### src/isc_pkg.sv
package isc_pkg;

  // ******************************
  // Register addresses
  // ******************************
  localparam logic [5:0] ADDR_SEC_PRIMARY = 6'h19;
  localparam logic [5:0] ADDR_SEC_LENGTH  = 6'h1A;

  // ******************************
  // Primary register fields
  // ******************************
  localparam int GUARD_BIT   = 9;
  localparam int HEAD_BIT    = 8;
  localparam int SAKEY_BIT   = 7;
  localparam int TXKEY_BIT   = 6;
  localparam int RXKEY_BIT   = 5;
  localparam int TAG_LSB     = 2;
  localparam int MODE_LSB    = 0;
  localparam logic [15:0] PRIMARY_WMASK = 16'h03FF;
  localparam logic [15:0] PRIMARY_RESET = 16'h03C4;

  // ******************************
  // Length register fields
  // ******************************
  localparam int TXL_LSB = 8;
  localparam int RXL_LSB = 0;
  localparam logic [15:0] LENGTH_WMASK = 16'h7F7F;
  localparam logic [15:0] LENGTH_RESET = 16'h0000;

  localparam logic [7:0] LEN_TRAILER = 8'h02;

  typedef enum logic [1:0] {
    ISC_MODE_OFF,
    ISC_MODE_CBCMAC,
    ISC_MODE_CTR,
    ISC_MODE_CCM
  } isc_mode_t;

endpackage : isc_pkg

### src/isc_config.sv
`timescale 1ns/1ps
`default_nettype none
// Functional notes
// - Receive buffer guard bit 9, resets one
// - Bit 8 selects length or data first, in CBC-MAC mode only
// - Three key selects, resets 1,1,0
// - Tag length code (M-2)/2, resets 1
// - Mode: off, CBC-MAC, CTR, CCM
// - Transmit prefix meaning depends on mode
// - Receive prefix meaning depends on mode
module isc_config (
  // Clock and reset
  input  wire logic        clk_sys,
  input  wire logic        rst_n,
  // Register port
  input  wire logic [5:0]  reg_addr,
  input  wire logic        reg_wr,
  input  wire logic [15:0] reg_wdata,
  output logic      [15:0] reg_rdata,
  // Frame context from the datapath
  input  wire logic [7:0]  frame_len,
  input  wire logic        dir_is_tx,
  input  wire logic        op_standalone,
  // Decoded configuration
  output logic             rx_buffer_guard,
  output isc_pkg::isc_mode_t inline_cipher_mode,
  output logic             sec_enabled,
  output logic             mode_cbcmac,
  output logic             mode_ctr,
  output logic             mode_ccm,
  output logic             key_select,
  output logic             standalone_key_choice,
  output logic             transmit_key_choice,
  output logic             receive_key_choice,
  output logic      [4:0]  tag_bytes,
  output logic             tag_code_bad,
  output logic      [6:0]  cipher_skip_len,
  output logic      [6:0]  auth_skip_len,
  output logic      [6:0]  auth_only_len,
  output logic             mac_first_is_len,
  output logic      [7:0]  mac_first_len
);

  // ******************************
  // Helper functions
  // ******************************
  // Address match against one entry of the register map
  function automatic logic addr_is(
    input logic [5:0] addr,
    input logic [5:0] target
  );
    return (addr == target);
  endfunction : addr_is

  // Writable bits only; reserved bits are forced to zero
  function automatic logic [15:0] keep_writable(
    input logic [15:0] data,
    input logic [15:0] wmask
  );
    return (data & wmask);
  endfunction : keep_writable

  // Seven-bit length field starting at a given bit
  function automatic logic [6:0] field7(
    input logic [15:0] word,
    input int          lsb
  );
    return word[lsb +: 7];
  endfunction : field7

  // Mode field compare
  function automatic logic mode_is(
    input logic [1:0]         code,
    input isc_pkg::isc_mode_t mode
  );
    return (isc_pkg::isc_mode_t'(code) == mode);
  endfunction : mode_is

  // Prefix length when its mode is active, zero otherwise
  function automatic logic [6:0] gate_prefix(
    input logic       active,
    input logic [6:0] len
  );
    return active ? len : 7'h00;
  endfunction : gate_prefix

  // ******************************
  // Write decode
  // ******************************
  logic        wr_primary;
  logic        wr_length;
  logic [15:0] primary_wdata;
  logic [15:0] length_wdata;

  assign wr_primary    = reg_wr && addr_is(reg_addr, isc_pkg::ADDR_SEC_PRIMARY);
  assign wr_length     = reg_wr && addr_is(reg_addr, isc_pkg::ADDR_SEC_LENGTH);
  assign primary_wdata = keep_writable(reg_wdata, isc_pkg::PRIMARY_WMASK);
  assign length_wdata  = keep_writable(reg_wdata, isc_pkg::LENGTH_WMASK);

  // ******************************
  // Registers
  // ******************************
  logic [15:0] primary_q;
  logic [15:0] primary_d;
  logic [15:0] length_q;
  logic [15:0] length_d;

  // Reserved bits are dropped; they read back as zero
  assign primary_d = wr_primary ? primary_wdata : primary_q;
  assign length_d  = wr_length  ? length_wdata  : length_q;

  always_ff @(posedge clk_sys or negedge rst_n) begin
    if (!rst_n) begin
      primary_q <= isc_pkg::PRIMARY_RESET;
    end else begin
      primary_q <= primary_d;
    end
  end

  always_ff @(posedge clk_sys or negedge rst_n) begin
    if (!rst_n) begin
      length_q <= isc_pkg::LENGTH_RESET;
    end else begin
      length_q <= length_d;
    end
  end

  // ******************************
  // Read back
  // ******************************
  logic        rd_primary;
  logic        rd_length;

  assign rd_primary = addr_is(reg_addr, isc_pkg::ADDR_SEC_PRIMARY);
  assign rd_length  = addr_is(reg_addr, isc_pkg::ADDR_SEC_LENGTH);
  assign reg_rdata  = rd_primary ? primary_q :
                      rd_length  ? length_q  : 16'h0000;

  // ******************************
  // Register fields
  // ******************************
  logic        guard_bit;
  logic        len_first_bit;
  logic        sakey_bit;
  logic        txkey_bit;
  logic        rxkey_bit;
  logic [2:0]  tag_code;
  logic [1:0]  mode_code;
  logic [6:0]  tx_prefix;
  logic [6:0]  rx_prefix;

  assign guard_bit     = primary_q[isc_pkg::GUARD_BIT];
  assign len_first_bit = primary_q[isc_pkg::HEAD_BIT];
  assign sakey_bit     = primary_q[isc_pkg::SAKEY_BIT];
  assign txkey_bit     = primary_q[isc_pkg::TXKEY_BIT];
  assign rxkey_bit     = primary_q[isc_pkg::RXKEY_BIT];
  assign tag_code      = primary_q[isc_pkg::TAG_LSB +: 3];
  assign mode_code     = primary_q[isc_pkg::MODE_LSB +: 2];
  assign tx_prefix     = field7(length_q, isc_pkg::TXL_LSB);
  assign rx_prefix     = field7(length_q, isc_pkg::RXL_LSB);

  // ******************************
  // Mode decode
  // ******************************
  assign inline_cipher_mode = isc_pkg::isc_mode_t'(mode_code);
  assign sec_enabled        = !mode_is(mode_code, isc_pkg::ISC_MODE_OFF);
  assign mode_cbcmac        = mode_is(mode_code, isc_pkg::ISC_MODE_CBCMAC);
  assign mode_ctr           = mode_is(mode_code, isc_pkg::ISC_MODE_CTR);
  assign mode_ccm           = mode_is(mode_code, isc_pkg::ISC_MODE_CCM);

  // ******************************
  // Buffer guard and key selection
  // ******************************
  assign rx_buffer_guard       = guard_bit;
  assign standalone_key_choice = sakey_bit;
  assign transmit_key_choice   = txkey_bit;
  assign receive_key_choice    = rxkey_bit;
  // Stand-alone work overrides the link direction
  assign key_select = op_standalone ? standalone_key_choice :
                      dir_is_tx     ? transmit_key_choice : receive_key_choice;

  // ******************************
  // Tag length
  // ******************************
  isc_tag_decode u_tag (
    .tag_code     (tag_code),
    .tag_bytes    (tag_bytes),
    .tag_code_bad (tag_code_bad)
  );

  // ******************************
  // Clear prefix lengths
  // ******************************
  logic        inline_op;
  logic [6:0]  dir_prefix;
  logic        ctr_prefix_on;
  logic        cbc_prefix_on;
  logic        ccm_prefix_on;

  // Prefix lengths apply per mode and never to stand-alone operations
  assign inline_op       = !op_standalone;
  assign dir_prefix      = dir_is_tx ? tx_prefix : rx_prefix;
  assign ctr_prefix_on   = inline_op && mode_ctr;
  assign cbc_prefix_on   = inline_op && mode_cbcmac;
  assign ccm_prefix_on   = inline_op && mode_ccm;
  assign cipher_skip_len = gate_prefix(ctr_prefix_on, dir_prefix);
  assign auth_skip_len   = gate_prefix(cbc_prefix_on, dir_prefix);
  assign auth_only_len   = gate_prefix(ccm_prefix_on, dir_prefix);

  // ******************************
  // CBC-MAC first byte
  // ******************************
  logic [7:0]  tx_prefix_wide;
  logic [7:0]  tx_auth_len;
  logic [7:0]  rx_auth_len;

  // Only plain CBC-MAC uses the length-first form; CCM builds its own header
  assign mac_first_is_len = mode_cbcmac && len_first_bit;
  // Transmit length wraps modulo 256 when the prefix plus the two-byte trailer exceeds the frame
  assign tx_prefix_wide   = {1'b0, tx_prefix};
  assign tx_auth_len      = frame_len - tx_prefix_wide - isc_pkg::LEN_TRAILER;
  assign rx_auth_len      = {1'b0, rx_prefix};
  assign mac_first_len    = dir_is_tx ? tx_auth_len : rx_auth_len;

endmodule : isc_config
`default_nettype wire

### src/isc_tag_decode.sv
`timescale 1ns/1ps
`default_nettype none
module isc_tag_decode (
  // Code in
  input  wire logic [2:0] tag_code,
  // Decoded length
  output logic      [4:0] tag_bytes,
  output logic            tag_code_bad
);

  // Tag length M = 2*code + 2
  assign tag_bytes    = {1'b0, tag_code, 1'b0} + 5'h02;
  assign tag_code_bad = (tag_code == 3'h0);

endmodule : isc_tag_decode
`default_nettype wire

### config.mk
export PLATFORM = sky130hd
export DESIGN_NAME = isc_config
export DESIGN_NICKNAME = d
export VERILOG_FILES = /design/src/isc_pkg.sv /design/src/isc_config.sv /design/src/isc_tag_decode.sv
export SDC_FILE = /design/constraint.sdc
export NUM_CORES = 1
export LEC_CHECK = 0
export BUFFER_PORTS_ARGS = -buffer_cell sky130_fd_sc_hd__buf_2
export CORE_MARGIN = 5
export CORE_UTILIZATION = 46
export DETAILED_ROUTE_END_ITERATION = 8
export GPL_TIMING_DRIVEN = 0
export PLACE_DENSITY = 0.81
export SETUP_SLACK_MARGIN = 0.3
export SKIP_LAST_GASP = 1
export SLEW_MARGIN = 30
export SYNTH_ARGS = -nofsm -noshare
export SYNTH_HDL_FRONTEND = slang
export SYNTH_SLANG_ARGS = --single-unit
### constraint.sdc
create_clock -name clk_sys -period 3.05 [get_ports clk_sys]
set_input_delay 0.305 -clock clk_sys [delete_from_list [all_inputs] [get_ports clk_sys]]
set_output_delay 0.305 -clock clk_sys [all_outputs]
set_load 0.01 [all_outputs]
## Word-level counts from Yosys, hierarchy flattened

Cells that the tools add are included.

| word-level totals | value |
|---|---|
| bits in registers | 24 |
| bits of input ports | 35 |
| output and inout bits | 63 |

| operators by class | value |
|---|---|
| add/subtract/negate cells | 3 |
| equality and inequality tests | 5 |
| mux-type cells | 9 |
| reductions and logical operators | 10 |

Operators with widths:

| cell | number |
|---|---|
| 15-bit two-way mux | 2 |
| 7-bit two-way mux | 4 |
| 6-bit by 5-bit == test with 1-bit output, second input constant | 2 |
| 8-bit two-way mux | 1 |
| 8-bit by 2-bit subtractor with 8-bit output, second input constant | 1 |
| 8-bit by 7-bit subtractor with 8-bit output | 1 |
| 1-bit logical AND | 6 |
| 4-bit by 2-bit adder with 5-bit output, second input constant | 1 |
| 2-bit == test, second input constant | 2 |
| 3-bit zero test | 1 |
| 2-bit by 1-bit == test with 1-bit output, second input constant | 1 |
| 1-bit zero test | 2 |
| 2-bit zero test | 1 |
| 1-bit two-way mux | 2 |

## Depth between registers and ports, before layout

Gate-level depths: netlist of the first run.

| depth | value |
|---|---|
| depth in word-level cells | 3 |
| depth in mapped cells | 8 |

## By module

A second synthesis of the first run with hierarchy kept.

| second synthesis, totals | value |
|---|---|
| cells, all modules | 199 |
| area total of the unflattened synthesis | 1953.1 um^2 |

By module, submodules not included:

| module | instances | cells each | area an instance (um^2) |
|---|---|---|---|
| isc_config | 1 | 190 | 1888.1 |
| isc_tag_decode | 1 | 9 | 65.1 |

## Worst setup path after synthesis of the first run

No wires, ideal clock.

| timing | value |
|---|---|
| path kind | register to output |
| from | register length_q[9] |
| to | output mac_first_len[7] |
| data arrival time | 2083 ps |
| required time | 2745 ps |
| slack | 662 ps |
| cell stages (with the launch flop) | 8 |
| path buffers | 0 |
| cells stage by stage | dfrtp_1 ha_1 inv_1 ha_1 fa_1 a21o_1 a221oi_1 mux2i_1 |

| on the way | value |
|---|---|
| longest elaborated chain between the ends | 3 |

RTL lines:

| item | line | RTL |
|---|---|---|
| from (decl) | isc_config.sv:105 | `logic [15:0] length_q;` |
| from (signal assigned) | isc_config.sv:122 | `length_q <= isc_pkg::LENGTH_RESET;` |
| from (signal assigned) | isc_config.sv:124 | `length_q <= length_d;` |
| 8-bit by 7-bit subtractor with 8-bit output | isc_config.sv:221 | `assign tx_auth_len = frame_len - tx_prefix_wide - isc_pkg::LEN_TRAILER;` |
| 8-bit by 2-bit subtractor with 8-bit output | isc_config.sv:221 |  |
| 8-bit two-way mux | isc_config.sv:223 | `assign mac_first_len = dir_is_tx ? tx_auth_len : rx_auth_len;` |
| to (decl) | isc_config.sv:41 | `output logic [7:0] mac_first_len` |

No other way between the ends.

## Final worst setup path of the first run

| timing | value |
|---|---|
| from | register length_q[9] |
| to | output mac_first_len[5] |

Same word-level chain as after synthesis.

==> metrics.txt, run 1 <==
status finished clean; area delta synth->final 34.2%; R2R setup slack 2.14 ns; post-synthesis cell type with the largest combined area dfrtp_1; Final GP Congestion 0.882; Iteration-0 DRC Markers 75; total CTS buffers 3; post-route cell area 0.00262 sq mm; fin nets 354; Worst-path clk slew 0.09 ns; Post-synth top cells 24 x inv_1, 23 x nor2_1, 19 x dfrtp_1; ANT nets after route 0; worst skew pair latency 0.27 ns; I/O Pins 98; vias in the first global route 1,844; Syn Std Cell Area 0.00195 sq mm; Yosys cell types 43; global-route wire length before repair 8.43 mm; count leader, synth inv_1; initial antenna violation count 0; crit path max fanout 2; WP data arrival 2.37 ns; EDFF count, synth 0; HPWL after DPL 4.32 mm; Critical Path Sink Type output port; fin cells 352; # diodes 0; Area after DPL 0.00249 sq mm; Fin Setup TNS 0 ns; sequential power share 35.8%; RSZ-0062 raised after global routing true; TritonRoute pass-1 iters 4; Net Sw Frac 33.5%; DRT Wirelength 5.57 mm; Synth Instances 198; clock root cell clkbuf_8; Die Width 75.1 microns; kind of start point of the critical path register; Required @ worst endpoint 2.74 ns; global route total overflow 0; kind of critical path reg -> out; die area 0.00564 sq mm; Slew headroom 54.6%; Async S/R FF share, synth 100%; H-Tree Depth 1; Final Hold Viols 0; core area 0.00406 sq mm; pwr dens 444 mW/mm^2; routed len/inst 15.8 microns; Leak 0.00152 uW; share of cells above drive strength 1 50.3%; Port Buf Inserts 94; # rows 23; Total GRT Usage 19.6%; Syn. warnings 0; Crit-path slowest cell dfrtp_1; Max VDD drop 0.318 mV; pre-CTS WS 0.484 ns; Vias/cell 5.17; syn_area_per_cell 9.85 sq um; final setup vio count 0; sequential fraction of the synthesis area 31.1%; Period minus WS final 2.68 ns; largest net degree at the start of global routing 25; dpl cells 343; Worst Max-Slew Pin Slew 0.677 ns; Yosys reg bits 24; Max Cap Viol 0; die height 75.1 microns; clock skew 0 ns; Layout fillers 333; most used flip-flop cell after synthesis dfrtp_1; cells along the critical path ha_1 -> inv_2 -> ha_4 -> fa_2 -> a21o_1 -> buf_4 -> a211o_1 -> nand3_1 -> buf_2; switching power 390 uW; CTS Sinks 24; Worst Setup Slack, final 0.371 ns; Slew Limit Fails 0; Hold Buf Count CTS 0; Max clock buf depth 2; HP Class in -> async; Yosys top cell area share 24.4%; cell-internal power 773 uW; ranking of synthesized cells by area dfrtp_1 24%, ha_1 9.6%, mux2_2 9.2%; Logic pwr share 39.4%; CP peak stage delay 0.40 ns; Layout Utilization 64.5%; reg2reg start length_q[9]; RR Endpoint length_q[9]; DR DRC count 0; Clock power frac 24.8%; Vias 1,819; crit share post-route 87.8%; fmax 0.373 GHz; TritonCTS clock tree built; Reg2Reg Depth 2; Initial Util 48.0%
-- power by group through the flow --
stage	Combinational (uW)	Clock, uW	Sequential (uW)
final	458	288	416
after global routing	506	302	424
after CTS	431	290	416
after detailed placement	419	0	423
after global placement	408	0	420
after floorplan	279	0	410
-- worst max path at each step --
stage,from,slack [ns],end,cells past startpoint
finish,length_q[9],0.37,mac_first_len[5],9
global route,length_q[9],0.29,mac_first_len[7],8
CTS,length_q[9],0.34,mac_first_len[7],8
detailed placement,length_q[9],0.48,mac_first_len[7],8
global placement,length_q[9],0.48,mac_first_len[7],8
floorplan,length_q[9],0.66,mac_first_len[7],7
-- sequential cells by signal, indices dropped and copies added (netlist names) --
name       cells
length_q      14
primary_q     10
-- repair_timing --
action,CTS,global route
setup endpoints to repair,1,1
gates cloned,0,0
gates resized for setup,2,3
pin swaps,0,4
setup buffers,1,4
-- through the flow --
stage / total power, uW / hold slack, ns
floorplan: 689 / 0.00941
global placement: 828 / 0.318
detailed placement: 842 / 0.328
CTS: 1140 / 0.0296
global route: 1230 / 0.0449
finish: 1160 / 0.00727
-- cell type report --
type	instances	area, sq um	area share, %
multi-input combinational	141	1210	46.4
sequential	24	607	23.2
timing repair buffer	99	508	19.4
inverter	24	90.1	3.44
buffer	10	63.8	2.44
tap	50	62.6	2.39
clock buffer	3	41.3	1.58
clock inverter	1	30.0	1.15
-- critical path, delay by kind of cell, from the launching register on --
family | cells | cell delay, ns
AOI/OAI and AO/OA | 2 | 0.48
adders and majority gates | 3 | 0.81
buffers and inverters | 3 | 0.32
DFF | 1 | 0.40
and+or+nand+nor | 1 | 0.08
-- layer usage --
metal | share of wire, % | up-vias | track usage [%]
met5 | 0 | - | 0
met4 | 1.1 | 0 | 5.53
met3 | 9.0 | 7 | 4.94
li1 | - | 889 | -
met2 | 49 | 86 | 32.0
met1 | 41 | 837 | 25.6
-- kinds of logic after synthesis --
| group | Yosys count | synth area share [%] |
|---|---|---|
| and+or+nand+nor | 60 | 18.3 |
| muxes | 32 | 20.0 |
| buffers and inverters | 34 | 7.89 |
| AOI/OAI and AO/OA | 28 | 10.5 |
| other | 1 | 0.192 |
| xor gates and xnor gates | 3 | 1.35 |
| adders and majority gates | 16 | 10.7 |
| DFF | 24 | 31.1 |
-- cells in the final DEF (no fill, tap or decap), types with 2 or more instances in the layout --
| cell | Yosys | layout |
|---|---|---|
| a21o_1 | 3 | 3 |
| dfstp_2 | 5 | 5 |
| or2_2 | 2 | 2 |
| mux2_4 | 10 | 10 |
| nand3b_1 | 2 | 2 |
| nor2_1 | 23 | 23 |
| buf_2 | 3 | 97 |
| nor3b_2 | 2 | 2 |
| conb_1 | 1 | 2 |
| buf_4 | 4 | 9 |
| a21oi_1 | 7 | 7 |
| xor2_1 | 2 | 2 |
| nor2b_1 | 7 | 7 |
| ha_1 | 15 | 14 |
| nand3_1 | 3 | 3 |
| a31oi_1 | 2 | 2 |
| clkbuf_8 | 0 | 3 |
| dfrtp_1 | 19 | 19 |
| and3_1 | 2 | 2 |
| inv_1 | 24 | 23 |
| mux2i_1 | 6 | 6 |
| and2_1 | 8 | 8 |
| clkbuf_1 | 2 | 2 |
| a22o_1 | 9 | 9 |
| nand2_1 | 3 | 3 |
| mux2_2 | 16 | 16 |
Note: power is estimated with default switching activity, not from simulation.
==> inputs of run 2 (changes only) <==
Settings changed: CORE_ASPECT_RATIO from default to 0.9.
Clock period 3.05 ns to 3.08 ns, I/O delays scaled along.
==> run 2 against run 1 <==
Effect of this change:
- die area about the same
- clock-buffer cell count unchanged
- cell count decreased by 1.1%
- register-to-register slack got worse by 0.10 ns
- first-iteration DRC count increased by 8.0%
==> metrics.txt, run 2 (synthesized netlist as in run 1, its figures left out) <==
status finished clean; Top Registers length_q: 14 flops, primary_q: 10 flops; pwr dens 437 mW/mm^2 (-1.7%); switching power 381 uW (-2.3%); reg2reg start length_q[9]; Clock power frac 24.6% (-0.2 points); fmax 0.369 GHz; area of the multi-input gates 0.00123 sq mm (+1.0%); RSZ-0062 raised after global routing false; crit share post-route 87.9%; share of cells above drive strength 1 50.3% (about the same); CTS Sinks 24 (unchanged); sequential power share 36.2% (+0.4 points); Reg2Reg Depth 3 (+1); Iteration-0 DRC Markers 81 (+8.0%); RR Endpoint length_q[9]; met1 Use GR 23.9% (-1.8 points); Leak 0.00151 uW (-0.62%); M2 GR Usage 32.0% (-0.061 points); Final Hold Viols 0 (unchanged); Required @ worst endpoint 2.77 ns (+0.03 ns); DR DRC count 0 (unchanged); initial antenna violation count 0 (unchanged); area delta synth->final 34.0%; clock root cell clkbuf_8; final setup vio count 0 (unchanged); HP Class in -> async; R2R setup slack 2.04 ns (-0.10 ns); Logic pwr share 39.1% (-0.3 points); Hold Buf Count CTS 0 (unchanged); Fin Setup TNS 0 ns (unchanged); Die Width 78.6 microns (+4.7%); Worst Setup Slack, final 0.373 ns (+0.00244 ns); Net Sw Frac 33.4% (-0.12 points); worst skew pair latency 0.26 ns (about the same); Slew headroom 54.4% (-0.20 points); core area 0.00410 sq mm (+1.1%); Max Cap Viol 0 (unchanged); vias in the first global route 1,782 (-3.4%); clock skew 0 ns (unchanged); Port Buf Inserts 94 (unchanged); largest net degree at the start of global routing 25 (unchanged); Vias/cell 5.19 (+0.48%); DRT Wirelength 5.35 mm (-4.0%); routed len/inst 15.4 microns (-2.9%); commonest non-fill, non-tap cell in the layout buf_2; cell-internal power 759 uW (-1.7%); TritonCTS clock tree built; Worst Max-Slew Pin Slew 0.680 ns (+0.00300 ns); Slew Limit Fails 0 (unchanged); hold slack 0.0169 ns (+0.00962 ns); met3 Use GR 5.03% (+0.085 points); pre-CTS WS 0.515 ns (+0.0310 ns); global route total overflow 0 (unchanged); Max VDD drop 0.286 mV (-10%); Worst-path clk slew 0.09 ns (about the same); number of flip-flops in the largest register 14 (unchanged); global-route wire length before repair 8.44 mm (about the same); die height 71.8 microns (-4.5%); FF/Latch Area 607 sq um (unchanged); Initial Util 47.5% (-0.51 points); # diodes 0 (unchanged); Most Crowded Layer GR met2; WP data arrival 2.40 ns (+0.03 ns); H-Tree Depth 1 (unchanged); # rows 22 (-4.3%); die area 0.00564 sq mm (about the same); most frequent cells in the layout 97 x buf_2, 23 x inv_1, 23 x nor2_1; Total GRT Usage 18.7% (-0.86 points); Max clock buf depth 2 (unchanged); fin nets 352 (-0.56%); I/O Pins 98 (unchanged); crit path max fanout 3 (+1); Vias 1,807 (-0.66%); Most flops, register length_q; total CTS buffers 3 (unchanged); ANT nets after route 0 (unchanged); Final GP Congestion 0.808 (-8.4%); Critical Path Sink Type output port; kind of start point of the critical path register; Layout fillers 338 (+1.5%); HPWL after DPL 4.27 mm (-1.1%); Period minus WS final 2.71 ns; kind of critical path reg -> out; TritonRoute pass-1 iters 4 (unchanged)
-- run 2: cell count changes in the layout (fill, tap and decap cells not counted), sizes merged --
cell  change
buf       -2
-- run 2: how the worst max path moves through the flow --
stage                       startpoint               end  slack, ns
final                      length_q[9]  mac_first_len[7]       0.37
after CTS                  length_q[9]  mac_first_len[7]       0.30
after floorplan            length_q[9]  mac_first_len[7]       0.69
after detailed placement  frame_len[1]  mac_first_len[7]       0.52
after global routing       length_q[9]  mac_first_len[7]       0.26
after global placement    frame_len[1]  mac_first_len[7]       0.51
-- run 2: final cells by class --
class / instances / share of cell area, %
multi-input combinational: 141 / 47.0
buffer: 10 / 2.44
inverter: 24 / 3.45
clock buffer: 3 / 1.58
timing repair buffer: 97 / 18.9
clock inverter: 1 / 1.15
sequential: 24 / 23.2
tap: 48 / 2.30
-- run 2: critical path: stages (launching register included) --
cell and delay (ns):
dfrtp_1 0.42, ha_4 0.27, inv_2 0.04, ha_4 0.16
fa_2 0.38, a21o_1 0.23, a221oi_2 0.28, mux2i_1 0.21
buf_2 0.14
-- run 2: routing by layer --
metal	part of all wire, %	up-vias
met1	42	844
met3	8.6	2
met5	0	-
met4	0.32	0
li1	-	888
met2	49	73
-- run 2: metrics by stage --
stage          utilization [%]  instance area [sq um]  power [uW]  instances
2_1_floorplan                -                   1950         682        199
3_3_place_gp              60.6                   2480         824        341
3_5_place_dp              60.6                   2480         838        341
4_1_cts                   62.6                   2570        1120        346
5_1_grt                   63.7                   2610        1220        348
6_report                  63.7                   2610        1140        348
-- run 2: power by group through the flow --
stage / Sequential [uW] / Combinational [uW] / Clock [uW]
global route: 421 / 494 / 302
finish: 413 / 446 / 281
global placement: 416 / 408 / 0
detailed placement: 418 / 419 / 0
floorplan: 406 / 276 / 0
CTS: 411 / 430 / 283
-- run 2: what timing repair did --
action                     CTS  global route
pin swaps                    1             3
setup buffers                1             2
setup endpoints to repair    1             1
gates resized for setup      1             5
